[src/rtl/radio_port_pkg.sv]
// Package: constants, enums and structs for the radio host serial port
package radio_port_pkg;
   localparam int unsigned CLK_HZ = 125_000_000;
   localparam int unsigned BAUD = 115_200;
   localparam int unsigned BIT_CYCLES = CLK_HZ / BAUD;
   localparam int unsigned HALF_CYCLES = BIT_CYCLES / 2;
   localparam int unsigned FIFO_DEPTH = 4;
   localparam int unsigned DATA_W = 8;
   // Command bytes, reset values and error reply
   localparam logic [7:0] CMD_WR_MASK = 8'h01;
   localparam logic [7:0] CMD_RD_MASK = 8'h02;
   localparam logic [7:0] CMD_RD_CAUSE = 8'h03;
   localparam logic [7:0] MASK_RESET = 8'h00;
   localparam logic [7:0] CAUSE_RESET = 8'h00;
   localparam logic [7:0] REPLY_ERR = 8'hff;
   typedef enum logic [1:0] {
      CMD_IDLE,
      CMD_ARG
   } cmd_state_e;
   typedef struct packed {
      logic is_data;
      logic [7:0] data;
   } tx_word_s;
endpackage : radio_port_pkg

[src/rtl/sync_fifo.sv]
// Synchronous FIFO with valid/ready on both sides
`timescale 1ns/1ps
`default_nettype none
module sync_fifo #(
   parameter int unsigned WIDTH = 9,
   parameter int unsigned DEPTH = 4
) (
   input wire logic clk,
   input wire logic rst_n,
   input wire logic in_valid,
   output logic in_ready,
   input wire logic [WIDTH-1:0] in_data,
   output logic out_valid,
   input wire logic out_ready,
   output logic [WIDTH-1:0] out_data
);
   localparam int unsigned AW = $clog2(DEPTH);
   logic [WIDTH-1:0] mem [DEPTH];
   logic [AW-1:0] wr_ptr_ff;
   logic [AW-1:0] rd_ptr_ff;
   logic [AW:0] count_ff;
   wire do_wr = in_valid && in_ready;
   wire do_rd = out_valid && out_ready;
   assign in_ready = (count_ff != (AW+1)'(DEPTH));
   assign out_valid = (count_ff != '0);
   assign out_data = mem[rd_ptr_ff];
   always_ff @(posedge clk) begin
      if (do_wr) begin
         mem[wr_ptr_ff] <= in_data;
      end
   end
   always_ff @(posedge clk or negedge rst_n) begin
      if (!rst_n) begin
         wr_ptr_ff <= '0;
         rd_ptr_ff <= '0;
         count_ff <= '0;
      end else begin
         if (do_wr) wr_ptr_ff <= AW'((wr_ptr_ff + 1'b1) % DEPTH);
         if (do_rd) rd_ptr_ff <= AW'((rd_ptr_ff + 1'b1) % DEPTH);
         count_ff <= count_ff + (AW+1)'(do_wr) - (AW+1)'(do_rd);
      end
   end
endmodule : sync_fifo
`default_nettype wire

[src/rtl/radio_host_port.sv]
// Host serial port of the radio module: receiver, command decoder, FIFO, transmitter
`timescale 1ns/1ps
`default_nettype none
// How it works
// One serial input carries commands and payload
// Serial output carries replies and air data
// Clear-to-send low when ready, high busy
// Host stops sending while clear-to-send high
// Host sets command-select low for commands
// Byte meaning follows sampled command-select level
// Enabled exception drives exception output high
// Reading cause register lowers exception output
// Response indicator low for replies, high data
// Buffer empty high when nothing pending
// All settings reached only over serial
// Radio handled internally, link looks transparent
// Frame: start, 8 data LSB first, stop
// Mask and cause reached by serial commands
module radio_host_port
   import radio_port_pkg::*;
(
   input wire logic clk,
   input wire logic rst_n,
   input wire logic serial_rx,
   output logic serial_tx,
   output logic clear_to_send_n,
   input wire logic command_select_n,
   output logic exception_flag_out,
   output logic response_indicator,
   output logic input_buffer_empty,
   // Radio side: payload to air and data from air
   output logic air_tx_valid,
   output logic [7:0] air_tx_data,
   input wire logic air_tx_ready,
   input wire logic air_rx_valid,
   input wire logic [7:0] air_rx_data,
   input wire logic [7:0] exception_events
);
   function automatic logic bit_done(input logic [15:0] cnt);
      return cnt == 16'(BIT_CYCLES - 1);
   endfunction : bit_done

   // Receiver
   logic [15:0] rx_cnt_ff;
   logic [3:0] rx_bit_ff;
   logic [7:0] rx_shift_ff;
   logic rx_busy_ff;
   logic rx_strobe_ff;
   logic rx_is_cmd_ff;
   wire rx_start = !rx_busy_ff && !serial_rx;
   wire rx_tick = rx_busy_ff && bit_done(rx_cnt_ff);
   always_ff @(posedge clk or negedge rst_n) begin
      if (!rst_n) begin
         rx_cnt_ff <= '0;
         rx_bit_ff <= '0;
         rx_shift_ff <= '0;
         rx_busy_ff <= 1'b0;
         rx_strobe_ff <= 1'b0;
         rx_is_cmd_ff <= 1'b0;
      end else begin
         rx_strobe_ff <= 1'b0;
         if (rx_start) begin
            rx_busy_ff <= 1'b1;
            rx_bit_ff <= '0;
            rx_cnt_ff <= 16'(HALF_CYCLES);
         end else if (rx_tick) begin
            rx_cnt_ff <= '0;
            rx_bit_ff <= rx_bit_ff + 4'd1;
            if (rx_bit_ff >= 4'd1 && rx_bit_ff <= 4'd8) begin
               rx_shift_ff <= {serial_rx, rx_shift_ff[7:1]};
            end
            if (rx_bit_ff == 4'd9) begin
               rx_busy_ff <= 1'b0;
               rx_strobe_ff <= serial_rx;
               rx_is_cmd_ff <= !command_select_n;
            end
         end else if (rx_busy_ff) begin
            rx_cnt_ff <= rx_cnt_ff + 16'd1;
         end
      end
   end

   // Command decoder and exception logic
   cmd_state_e cmd_state_ff;
   logic [7:0] exc_mask_ff;
   logic [7:0] exception_cause_register_ff;
   logic exc_out_ff;
   logic reply_valid_ff;
   logic [7:0] reply_data_ff;
   wire rx_cmd = rx_strobe_ff && rx_is_cmd_ff;
   wire rx_payload = rx_strobe_ff && !rx_is_cmd_ff;
   wire cause_read = rx_cmd && cmd_state_ff == CMD_IDLE && rx_shift_ff == CMD_RD_CAUSE;
   wire [7:0] masked_evt = exception_events & exc_mask_ff;
   always_ff @(posedge clk or negedge rst_n) begin
      if (!rst_n) begin
         cmd_state_ff <= CMD_IDLE;
         exc_mask_ff <= MASK_RESET;
         reply_valid_ff <= 1'b0;
         reply_data_ff <= '0;
      end else begin
         reply_valid_ff <= 1'b0;
         if (rx_cmd) begin
            case (cmd_state_ff)
               CMD_IDLE: begin
                  if (rx_shift_ff == CMD_WR_MASK) begin
                     cmd_state_ff <= CMD_ARG;
                  end else begin
                     reply_valid_ff <= 1'b1;
                     reply_data_ff <= (rx_shift_ff == CMD_RD_MASK) ? exc_mask_ff :
                        (rx_shift_ff == CMD_RD_CAUSE) ? exception_cause_register_ff :
                        REPLY_ERR;
                  end
               end
               CMD_ARG: begin
                  exc_mask_ff <= rx_shift_ff;
                  reply_valid_ff <= 1'b1;
                  reply_data_ff <= rx_shift_ff;
                  cmd_state_ff <= CMD_IDLE;
               end
               default: cmd_state_ff <= CMD_IDLE;
            endcase
         end
      end
   end
   // Events set wins over the read clear
   always_ff @(posedge clk or negedge rst_n) begin
      if (!rst_n) begin
         exception_cause_register_ff <= CAUSE_RESET;
         exc_out_ff <= 1'b0;
      end else begin
         exception_cause_register_ff <= (cause_read ? 8'h00 : exception_cause_register_ff)
            | masked_evt;
         if (masked_evt != 8'h00) begin
            exc_out_ff <= 1'b1;
         end else if (cause_read) begin
            exc_out_ff <= 1'b0;
         end
      end
   end

   // Payload buffer toward the radio
   logic pay_in_ready;
   logic pay_out_valid;
   logic [7:0] pay_out_data;
   logic pay_out_ready;
   logic buf_drained;
   // Output register refills when empty or when the radio takes its byte
   assign pay_out_ready = !air_tx_valid || air_tx_ready;
   assign buf_drained = !pay_out_valid && !air_tx_valid;
   sync_fifo #(.WIDTH(DATA_W), .DEPTH(FIFO_DEPTH)) u_pay_fifo (
      .clk(clk),
      .rst_n(rst_n),
      .in_valid(rx_payload),
      .in_ready(pay_in_ready),
      .in_data(rx_shift_ff),
      .out_valid(pay_out_valid),
      .out_ready(pay_out_ready),
      .out_data(pay_out_data)
   );
   // Radio consumes a byte when valid and ready are both high
   always_ff @(posedge clk or negedge rst_n) begin
      if (!rst_n) begin
         air_tx_valid <= 1'b0;
         air_tx_data <= '0;
         clear_to_send_n <= 1'b1;
         input_buffer_empty <= 1'b1;
      end else begin
         if (pay_out_ready) begin
            air_tx_valid <= pay_out_valid;
            air_tx_data <= pay_out_data;
         end
         clear_to_send_n <= !pay_in_ready || rx_payload;
         input_buffer_empty <= buf_drained && !rx_busy_ff && !rx_payload;
      end
   end

   // Transmitter: replies take priority over air data
   logic [15:0] tx_cnt_ff;
   logic [3:0] tx_bit_ff;
   logic [9:0] tx_shift_ff;
   logic tx_busy_ff;
   logic pend_valid_ff;
   tx_word_s pend_ff;
   wire tx_tick = tx_busy_ff && bit_done(tx_cnt_ff);
   always_ff @(posedge clk or negedge rst_n) begin
      if (!rst_n) begin
         pend_valid_ff <= 1'b0;
         pend_ff <= '0;
         tx_cnt_ff <= '0;
         tx_bit_ff <= '0;
         tx_shift_ff <= '1;
         tx_busy_ff <= 1'b0;
         serial_tx <= 1'b1;
         response_indicator <= 1'b1;
      end else begin
         if (reply_valid_ff) begin
            pend_valid_ff <= 1'b1;
            pend_ff <= '{is_data: 1'b0, data: reply_data_ff};
         end else if (air_rx_valid && !pend_valid_ff) begin
            pend_valid_ff <= 1'b1;
            pend_ff <= '{is_data: 1'b1, data: air_rx_data};
         end
         if (!tx_busy_ff && pend_valid_ff && !reply_valid_ff) begin
            tx_busy_ff <= 1'b1;
            tx_cnt_ff <= '0;
            tx_bit_ff <= '0;
            tx_shift_ff <= {1'b1, pend_ff.data, 1'b0};
            response_indicator <= pend_ff.is_data;
            pend_valid_ff <= 1'b0;
            serial_tx <= 1'b0;
         end else if (tx_tick) begin
            tx_cnt_ff <= '0;
            tx_bit_ff <= tx_bit_ff + 4'd1;
            tx_shift_ff <= {1'b1, tx_shift_ff[9:1]};
            serial_tx <= tx_shift_ff[1];
            if (tx_bit_ff == 4'd9) begin
               tx_busy_ff <= 1'b0;
               serial_tx <= 1'b1;
            end
         end else if (tx_busy_ff) begin
            tx_cnt_ff <= tx_cnt_ff + 16'd1;
         end
      end
   end
   assign exception_flag_out = exc_out_ff;
endmodule : radio_host_port
`default_nettype wire

[config.mk]
export PLATFORM = sky130hd
export DESIGN_NAME = radio_host_port
export DESIGN_NICKNAME = d
export VERILOG_FILES = /design/src/rtl/radio_port_pkg.sv /design/src/rtl/sync_fifo.sv /design/src/rtl/radio_host_port.sv
export SDC_FILE = /design/constraint.sdc
export NUM_CORES = 1
export LEC_CHECK = 0
export BUFFER_PORTS_ARGS = -buffer_cell sky130_fd_sc_hd__buf_2
export CORE_UTILIZATION = 50
export CTS_BUF_LIST = sky130_fd_sc_hd__clkbuf_16
export DETAILED_ROUTE_END_ITERATION = 6
export GPL_TIMING_DRIVEN = 0
export PLACE_DENSITY = 0.7
export SYNTH_ARGS = -nofsm -noshare
export SYNTH_HDL_FRONTEND = slang
export SYNTH_HIERARCHICAL = 1
export SYNTH_SLANG_ARGS = --single-unit
[constraint.sdc]
create_clock -name clk -period 2.2 [get_ports clk]
set_input_delay 0.11 -clock clk [delete_from_list [all_inputs] [get_ports clk]]
set_output_delay 0.11 -clock clk [all_outputs]
set_load 0.02 [all_outputs]
* Yosys cells after proc, flatten, opt, wreduce, memory -nomap -nowiden
Memories as Yosys holds them, arrays and structs flattened. A register that Yosys moved wholly into a read port is not among the register bits. Index checks and enable logic that the tools add are counted. W data, S select, Z words.
Word-level totals: register bits after elaboration 112, RAM bits 32, bits of input ports 22, memories kept 1
Memories:
- u_pay_fifo.mem | depth 4, bits a word 8, rd ports 1, clocked after memory_dff 1, wr ports 1, RTL line sync_fifo.sv:18 | logic [WIDTH-1:0] mem [DEPTH];
Cells by class: $add $sub $neg 8, magnitude comparators 2, equal/unequal tests 11, muxes and demuxes 43, bitwise gates (word level) 3, reductions and logical operators 50
Operator list (number):
- $mux W16 | 6
- $add A16 B1 Y16 const B | 2
- $eq A16 B11 Y1 const B | 2
- $mux W8 | 4
- $mux W1 | 21
- $mux W10 | 2
- $mux W9 | 2
- $eq A8 B2 Y1 const B | 2
- $logic_and A1 B1 Y1 | 16
- $mux W4 | 4
- $pmux W8 S2 | 1
- $reduce_bool A2 Y1 | 7
- $logic_not A1 Y1 | 12
- $reduce_bool A3 Y1 | 4
- $reduce_and A3 Y1 | 3
- $add A4 B1 Y4 const B | 2
- $and A8 B8 Y8 | 1
- $eq A4 B4 Y1 const B | 2
- $eq A8 B1 Y1 const B | 1
- $or A8 B8 Y8 | 1
- $reduce_and A2 Y1 | 4
- $reduce_bool A8 Y1 | 1
- $add A2 B1 Y2 const B | 2
- $ge A4 B1 Y1 const B | 1
- 12 further kinds | 14

* Depth between registers and ports, before layout
Gate-level depths: netlist of the first run.
word-level depth 5, depth in mapped cells 10

* Modules after synthesis
The synthesis of the first run kept the hierarchy.
Modules (own cells, without submodules):
- radio_host_port | times used 1, cells each 477, area an instance 5287.6 um^2, sequential area each 2767.7 um^2
- sync_fifo | times used 1, cells each 83, area an instance 1629.1 um^2, sequential area each 1136.1 um^2

* Worst setup path before layout of the first run
OpenSTA, ideal clock, no wires.
kind reg2reg, from register air_tx_valid, to register u_pay_fifo.count_ff[2], arrival time 2.170 ns, data required time 2.069 ns, path slack -0.101 ns, cell stages (with the launch flop) 11, buffers on the path 1, period minus slack after synthesis 2.301 ns, path through dfrtp_1 nand2b_1 clkbuf_1 o31a_1 ha_1 inv_1 ha_1 inv_1 fa_1 xnor2_1 xnor2_1
Between the ends: longest elaborated chain between the ends 4
Ends and longest elaborated chain:
- from (decl) | RTL line radio_host_port.sv:32 | output logic air_tx_valid,
- from (signal assigned) | RTL line radio_host_port.sv:169 | air_tx_valid <= pay_out_valid;
- $logic_not A1 Y1 | RTL line radio_host_port.sv:148 | assign pay_out_ready = !air_tx_valid || air_tx_ready;
- $logic_or A1 B1 Y1 | RTL line radio_host_port.sv:148
- named net pay_out_ready | RTL line radio_host_port.sv:145 | logic pay_out_ready;
- $logic_and A1 B1 Y1 | RTL line sync_fifo.sv:23 | wire do_rd = out_valid && out_ready;
- named net u_pay_fifo.do_rd | RTL line sync_fifo.sv:23
- $sub A3 B1 Y3 | RTL line sync_fifo.sv:40 | count_ff <= count_ff + (AW+1)'(do_wr) - (AW+1)'(do_rd);
- to (signal assigned) | RTL line sync_fifo.sv:40
- to (decl) | RTL line sync_fifo.sv:21 | logic [AW:0] count_ff;
The timed path passes the listed nets, and every way through them passes these cells. A chain may end at the register's enable or synchronous reset.

* Final worst setup path of the first run
from register u_pay_fifo.count_ff[1], to register u_pay_fifo.count_ff[2]
Between the ends: elaborated cells between the ends (all ways) 6
RTL lines:
- $reduce_bool A3 Y1 | RTL line sync_fifo.sv:25 | assign out_valid = (count_ff != '0);
- $logic_and A1 B1 Y1 | RTL line sync_fifo.sv:23
- named net u_pay_fifo.do_rd | RTL line sync_fifo.sv:23
- $sub A3 B1 Y3 | RTL line sync_fifo.sv:40
The timed path passes the listed nets, and every way through them passes these cells.

==> summary.md, run 1 <==
| Metric | Value |
|---|---|
| Ys async rst share | `0.785` |
| Cell Pwr Density | `844 nW/um^2` |
| HP Class | `in -> reg` |
| Total number of vias | `4682` |
| Global-route wire length before repair | `23100 um` |
| GRT Total Usage | `0.209` |
| Setup TNS | `0 ps` |
| MaxCap Viol Count | `0` |
| WL met1 | `6440 um` |
| ANT nets after route | `0` |
| Clk root buf | `clkbuf_16` |
| Hold_sp | `air_rx_data[5]` |
| Hpwl dp | `9390 um` |
| Initial antenna violation count | `0` |
| Worst Path Arrival | `2410 ps` |
| Highest routed layer | `met4` |
| Core area | `13300 sq um` |
| CTS tree | `done` |
| Share of layout cells above drive strength 1 | `0.231` |
| Bufs on Longest Clock Path | `2` |
| Worst path max stage delay | `480 ps` |
| Die width | `120 um` |
| Wire per inst | `17.0 um` |
| Primary FF master, synth | `dfrtp_1` |
| Register area share after synthesis | `0.564` |
| Worst-Skew Late Latency | `430 ps` |
| Row cnt | `42` |
| Sw Ratio | `0.253` |
| #FFs+latches synth | `149` |
| Setup Skew | `8.28 ps` |
| Hold Crit Endpoint | `pend_ff[5]$_DFFE_PN0P_` |
| Final slew viol count | `0` |
| Status | `completed` |
| Switching pwr | `1.72 mW` |
| CTS Buf Count | `17` |
| Combinational share of power | `0.103` |
| Placed inst area | `7350 sq um` |
| Vias in the first global route | `4732` |
| Worst Setup Start Kind | `register` |
| Synthesized cell area | `6920 sq um` |
| Ports | `36` |
| Final critical-path required period | `2110 ps` |
| CP cell instances | `o31a_1, ha_1, inv_1, ha_1, inv_1, fa_1, xnor2_2, xnor2_1` |
| Via/cell ratio | `5.72` |
| Clock power share | `0.402` |
| Post-route DRC | `0` |
| I/O Buffers | `35` |
| Drt first pass iters | `5` |
| Tightest Pin Transition | `651 ps` |
| Met3 WL post-DR | `493 um` |
| H-tree depth | `4` |
| Max_slew headroom | `0.566` |
| Crit-path slowest cell | `dfrtp_2` |
| Reg2Reg Depth | `8` |
| Final instance area | `8070 sq um` |
| Crit Path Category | `reg -> reg` |
| Synth unique cells | `69` |
| Final setup vio count | `0` |
| Die Y | `120 um` |
| Clock sinks | `149` |
| Area Overhead vs Synth | `16.6%` |
| Cell-internal power | `5.08 mW` |
| R2r startpoint | `u_pay_fifo/count_ff[1]$_DFF_PN0_` |
| Average size of a mapped cell | `12.4 sq um` |
| Sequential Power Share | `0.494` |
| Number of DRC markers in iteration 0 | `301` |
| R2R Setup Slk | `90 ps` |
| Routability-driven placement congestion ratio | `0.843` |
| Clock transition at path regs | `60 ps` |
| Crit share post-route | `0.957` |
| Final WL | `13900 um` |
| Hold path depth | `3` |
| Capturing element type of the critical path | `register` |
| Post-synth EDFFs | `32` |
| Worst endpoint required time | `2500 ps` |
| Die area | `14300 sq um` |
| RR Endpoint | `u_pay_fifo/count_ff[2]$_DFF_PN0_` |
| Largest net degree at the start of global routing | `66` |
| CP max FO | `8` |
| GRT overflow | `0` |
| Synth warnings | `6` |
| Wire length on met2 | `6760 um` |
| Pleak | `3.34 nW` |
| Endpoints failing hold | `0` |
| Syn_nets | `598` |
| Final layout net count | `667` |
| N_diodes | `0` |
| Cells after Synth | `560` |
| Initial Util | `0.518` |
| Highest Clock Rate | `475 MHz` |
| Max IR drop VDD | `0.556 mV` |
==> through the flow <==
stage / util / worst slack (ps) / hold slack (ps) / total power [mW] / std cells
2_1_floorplan: - / 60.5 / -186 / 3.84 / 560
3_3_place_gp: 0.548 / -376 / 307 / 4.05 / 771
3_5_place_dp: 0.550 / -196 / 85.8 / 4.09 / 772
4_1_cts: 0.601 / 0.0884 / 1.25 / 6.86 / 815
5_1_grt: 0.604 / -18.5 / 32.9 / 7.12 / 818
6_report: 0.604 / 94.0 / 7.99 / 6.81 / 818
==> Yosys cell counts, types with 8 or more instances <==
| cell | instances | area share |
|---|---|---|
| xnor2_1 | 9 | 0.011 |
| dfstp_2 | 12 | 0.046 |
| nand2b_1 | 9 | 0.0081 |
| inv_1 | 25 | 0.014 |
| edfxtp_1 | 32 | 0.14 |
| clkbuf_1 | 9 | 0.0049 |
| or3_1 | 8 | 0.0072 |
| nor2_1 | 18 | 0.0098 |
| a22o_1 | 12 | 0.015 |
| ha_1 | 15 | 0.027 |
| mux2_2 | 32 | 0.052 |
| nand4_1 | 9 | 0.0081 |
| and3_1 | 10 | 0.0090 |
| mux4_2 | 8 | 0.026 |
| mux2i_1 | 12 | 0.017 |
| o21ai_0 | 41 | 0.030 |
| a21oi_1 | 20 | 0.014 |
| nand2_1 | 42 | 0.023 |
| nand3_1 | 15 | 0.011 |
| dfrtp_1 | 105 | 0.38 |
==> cell type report <==
class / instances / area (sq um)
fillers: 1080 / 5280
flip-flops and latches: 149 / 3910
multi-input cells: 366 / 2840
clock buffers: 19 / 475
repair buffers: 50 / 339
well taps: 176 / 220
plain buffers: 20 / 103
inverters: 25 / 93.8
clock inverters: 13 / 88.8
==> cell families (layout without fill, tap and decap cells) <==
group | count (synthesis) | count (layout) | share of synthesized area
AOI/OAI and AO/OA | 121 | 121 | 0.116
DFF | 149 | 149 | 0.564
xor gates and xnor gates | 15 | 15 | 0.0190
buffers and inverters | 45 | 127 | 0.0273
adders and majority gates | 16 | 16 | 0.0300
muxes | 52 | 52 | 0.0955
and+or+nand+nor | 162 | 162 | 0.147
==> how the worst max path moves through the flow <==
stage                                                start                          endpoint  slack, ps  cells after the start
final                     u_pay_fifo/count_ff[1]$_DFF_PN0_  u_pay_fifo/count_ff[2]$_DFF_PN0_         90                      8
after global routing              air_tx_valid$_DFFE_PN0P_  u_pay_fifo/count_ff[2]$_DFF_PN0_        -20                     10
after CTS                         rx_is_cmd_ff$_DFFE_PN0P_  u_pay_fifo/count_ff[2]$_DFF_PN0_       0.09                      9
after detailed placement          rx_is_cmd_ff$_DFFE_PN0P_  u_pay_fifo/count_ff[2]$_DFF_PN0_       -200                      9
after global placement                               rst_n  u_pay_fifo/count_ff[2]$_DFF_PN0_       -380                      1
after floorplan                   air_tx_valid$_DFFE_PN0P_  u_pay_fifo/count_ff[2]$_DFF_PN0_         60                     10
==> placed cells by master, fill, tap and decap left out, types with 18 or more instances in the layout <==
master,synthesis,final
mux2_2,32,32
clkbuf_16,0,19
o21ai_0,41,41
nand2_1,42,42
buf_2,6,40
inv_1,25,28
a21oi_1,20,20
nor2_1,18,18
edfxtp_1,32,32
dfrtp_1,105,103
==> power by group through the flow <==
stage / sequential (mW) / clock (mW) / combinational [mW]
floorplan: 3.34 / 0 / 0.507
global placement: 3.40 / 0 / 0.648
detailed placement: 3.40 / 0 / 0.688
CTS: 3.36 / 2.79 / 0.711
global route: 3.41 / 2.91 / 0.803
finish: 3.37 / 2.74 / 0.704
==> worst max-delay path, delay by kind of cell (launching register included) <==
family	cells	cell delay, ps
AOI/OAI and AO/OA	1	340
xor gates and xnor gates	2	270
DFF	1	480
adders and majority gates	3	790
buffers and inverters	2	90
==> state kept, by name, indices dropped and copies added (netlist names), 2 cells and up <==
register,flops
rx_shift_ff,8
u_pay_fifo/rd_ptr_ff,2
u_pay_fifo/count_ff,3
rx_cnt_ff,16
exc_mask_ff,8
pend_ff,9
tx_shift_ff,8
tx_bit_ff,4
tx_cnt_ff,16
reply_data_ff,8
u_pay_fifo/wr_ptr_ff,2
u_pay_fifo/mem,32
rx_bit_ff,4
air_tx_data,8
exception_cause_register_ff,8
==> repair_timing <==
| action | CTS | global route |
|---|---|---|
| endpoints found under the setup margin | 2 | 1 |
| pin swaps | 1 | 0 |
| resized for setup | 2 | 6 |
| hold buffers | 10 | 0 |
| buffers inserted | 1 | 3 |
| hold endpoints to repair | 61 | 0 |
==> routing by layer <==
metal  up-vias  GRT usage
met1      2350      0.281
li1       2237          -
met5         -          0
met2        76      0.329
met4         0     0.0766
met3        19     0.0528
No activity file was read; power rests on OpenSTA's default activity.
==> run 2, diff against run 1 <==
==> constraint.sdc (replaced) <==
create_clock -name clk -period 1.84 [get_ports clk]
set_input_delay 0.092 -clock clk [delete_from_list [all_inputs] [get_ports clk]]
set_output_delay 0.092 -clock clk [all_outputs]
set_load 0.02 [all_outputs]
==> run 2 against run 1 <==
Against the previous run: the flow now finishes with violations (hold timing, setup timing); fmax rose by 5.0%; clock power grew 38%; register-to-register slack got worse by 260 ps; clock skew fell by 0.55 ps; combinational power up 33%; flip-flop and latch count unchanged; final area is 5.2% higher; cell count is 2.7% higher; via count grew 4.5%; non-clock buffer count grew 22; sequential share of layout area decreased by 2.2 points; global-route usage up 0.84 points; critical endpoint unchanged; highest routed layer unchanged.
==> summary.md, run 2 (synthesized netlist as in run 1, its figures left out) <==
| Metric | Value |
|---|---|
| Most common cell after layout, fill and taps aside | `dfrtp_1` |
| Crit-path slowest cell | `dfrtp_2` |
| Global Route met3 Usage | `0.0547 (+0.00190)` |
| N_diodes | `0 (unchanged)` |
| Hpwl dp | `9330 um (-0.60%)` |
| Max IR drop VDD | `0.760 mV (+37%)` |
| Global-route wire length before repair | `24000 um (+3.9%)` |
| Max_slew headroom | `0.559 (-0.00702)` |
| CP max FO | `4 (-4)` |
| Routability-driven placement congestion ratio | `0.838 (-0.58%)` |
| Status | `finished, violations left` |
| CTS Buf Count | `17 (unchanged)` |
| Worst-Skew Late Latency | `420 ps (about the same)` |
| Row cnt | `42 (unchanged)` |
| Highest Clock Rate | `499 MHz (+5.0%)` |
| Max reg flops | `32 (unchanged)` |
| RSZ-0062 raised after global routing | `yes` |
| Crit share post-route | `1.09 (+0.132)` |
| Core area | `13300 sq um (unchanged)` |
| H-tree depth | `4 (unchanged)` |
| Met2 Track Usage GR | `0.344 (+0.0145)` |
| Cell Pwr Density | `1030 nW/um^2 (+22%)` |
| Clk root buf | `clkbuf_16` |
| Pleak | `3.53 nW (+5.7%)` |
| GRT overflow | `0 (unchanged)` |
| Setup Skew | `7.73 ps (-0.545 ps)` |
| Vias in the first global route | `4880 (+3.1%)` |
| Largest regs | `u_pay_fifo/mem: 32 flops, rx_cnt_ff: 16 flops, tx_cnt_ff: 16 flops` |
| Worst path max stage delay | `430 ps (-50 ps)` |
| Endpoints failing hold | `1 (+1)` |
| CP cell instances | `o31a_1, ha_1, inv_1, ha_1, inv_1, fa_2, xnor2_2, xnor2_1` |
| Worst Setup Start Kind | `register` |
| Initial Util | `0.518 (unchanged)` |
| Reg2Reg Depth | `8 (unchanged)` |
| MaxCap Viol Count | `0 (unchanged)` |
| Post-route DRC | `0 (unchanged)` |
| Number of DRC markers in iteration 0 | `338 (+12%)` |
| Worst Path Arrival | `2310 ps (-100 ps)` |
| Final slew viol count | `0 (unchanged)` |
| GRT Total Usage | `0.218 (+0.00835)` |
| HP Class | `in -> reg` |
| Total number of vias | `4895 (+4.5%)` |
| Final setup vio count | `2 (+2)` |
| Clock transition at path regs | `60 ps (about the same)` |
| Bufs on Longest Clock Path | `2 (unchanged)` |
| CTS tree | `done` |
| Failing checks | `hold timing, setup timing` |
| Worst Setup Slack, final | `-165 ps (-259 ps)` |
| Clock sinks | `149 (unchanged)` |
| Tightest Pin Transition | `661 ps (+10.5 ps)` |
| R2R Setup Slk | `-170 ps (-260 ps)` |
| Most frequent cells in the layout | `94 x dfrtp_1, 41 x nand2_1, 40 x o21ai_0` |
| Hold_sp | `air_rx_data[5]` |
| Area Overhead vs Synth | `22.6%` |
| Largest Register | `u_pay_fifo/mem` |
| GR peak layer | `met2` |
| Final Total Pwr | `8.73 mW (+28%)` |
| Die Y | `120 um (unchanged)` |
| Share of layout cells above drive strength 1 | `0.307 (+0.0767)` |
| Hold Crit Endpoint | `pend_ff[5]$_DFFE_PN0P_` |
| Die area | `14300 sq um (unchanged)` |
| Ports | `36 (unchanged)` |
| Setup TNS | `-258 ps (-258 ps)` |
| GRT met1 Usage | `0.289 (+0.00842)` |
| Largest net degree at the start of global routing | `63 (-4.5%)` |
| Final core occ | `0.635 (+0.0311)` |
| I/O Buffers | `35 (unchanged)` |
| Via/cell ratio | `5.83 (+1.8%)` |
| Initial antenna violation count | `0 (unchanged)` |
| Drt first pass iters | `4 (-1)` |
| Wire per inst | `17.6 um (+3.5%)` |
| Die width | `120 um (unchanged)` |
| Hold path depth | `3 (unchanged)` |
| WHS | `-0.500 ps (-8.49 ps)` |
| Final layout net count | `689 (+3.3%)` |
| R2r startpoint | `u_pay_fifo/count_ff[2]$_DFF_PN0_` |
| Final WL | `14800 um (+6.3%)` |
| Final critical-path required period | `2010 ps (-101 ps)` |
| RR Endpoint | `u_pay_fifo/count_ff[2]$_DFF_PN0_` |
| ANT nets after route | `0 (unchanged)` |
| Capturing element type of the critical path | `register` |
| Crit Path Category | `reg -> reg` |
| Worst endpoint required time | `2150 ps (-350 ps)` |
-- run 2: where the power goes --
part	internal [mW]	total [mW]	switching [mW]
clock	2.42	3.78	1.35
combinational	0.459	0.934	0.476
sequential	3.70	4.02	0.318
total	6.58	8.73	2.15
-- run 2: worst max-delay path by stage --
stage	start	endpoint	slack [ps]
after detailed placement	u_pay_fifo/count_ff[2]$_DFF_PN0_	u_pay_fifo/count_ff[2]$_DFF_PN0_	-320
after CTS	u_pay_fifo/count_ff[0]$_DFF_PN0_	u_pay_fifo/count_ff[2]$_DFF_PN0_	-150
final	u_pay_fifo/count_ff[2]$_DFF_PN0_	u_pay_fifo/count_ff[2]$_DFF_PN0_	-170
after global routing	air_tx_valid$_DFFE_PN0P_	u_pay_fifo/count_ff[2]$_DFF_PN0_	-260
after floorplan	air_tx_valid$_DFFE_PN0P_	u_pay_fifo/count_ff[2]$_DFF_PN0_	-160
after global placement	rst_n	air_tx_valid$_DFFE_PN0P_	-930
-- run 2: final cells by class --
cell class | instances | area, sq um
timing repair buffer | 73 | 514
buffer | 19 | 121
tap | 176 | 220
sequential | 149 | 3920
inverter | 25 | 93.8
clock buffer | 19 | 475
multi-input combinational | 366 | 2960
clock inverter | 13 | 176
fill | 1018 | 4870
-- run 2: what timing repair did --
action	in CTS	in global routing
pin swaps	3	13
gates resized for setup	10	43
setup buffers	13	11
endpoints found under the hold margin	65	0
setup endpoints to repair	29	49
hold buffers	12	0
gates cloned	0	1
-- run 2: routing by layer --
layer | vias up | share of wire
met5 | - | 0
met4 | 0 | 0.017
met3 | 31 | 0.043
met2 | 120 | 0.49
met1 | 2451 | 0.45
li1 | 2293 | -
-- run 2: critical path: cells and delay by family, from the launching register on --
family / cells / cell delay (ps)
XOR/XNOR: 2 / 260
AO/OA/AOI/OAI: 1 / 330
adder cells (fa/ha/maj): 3 / 760
buffers and inverters: 2 / 110
flip-flops: 1 / 430
-- run 2: through the flow --
stage	cell area [sq um]	cells	hold slack [ps]	setup WS [ps]
finish	8480	840	-0.500	-165
global route	8480	840	13.3	-256
CTS	8270	829	0.124	-149
detailed placement	7360	772	86.0	-324
global placement	7330	771	291	-928
floorplan	6930	560	-204	-162
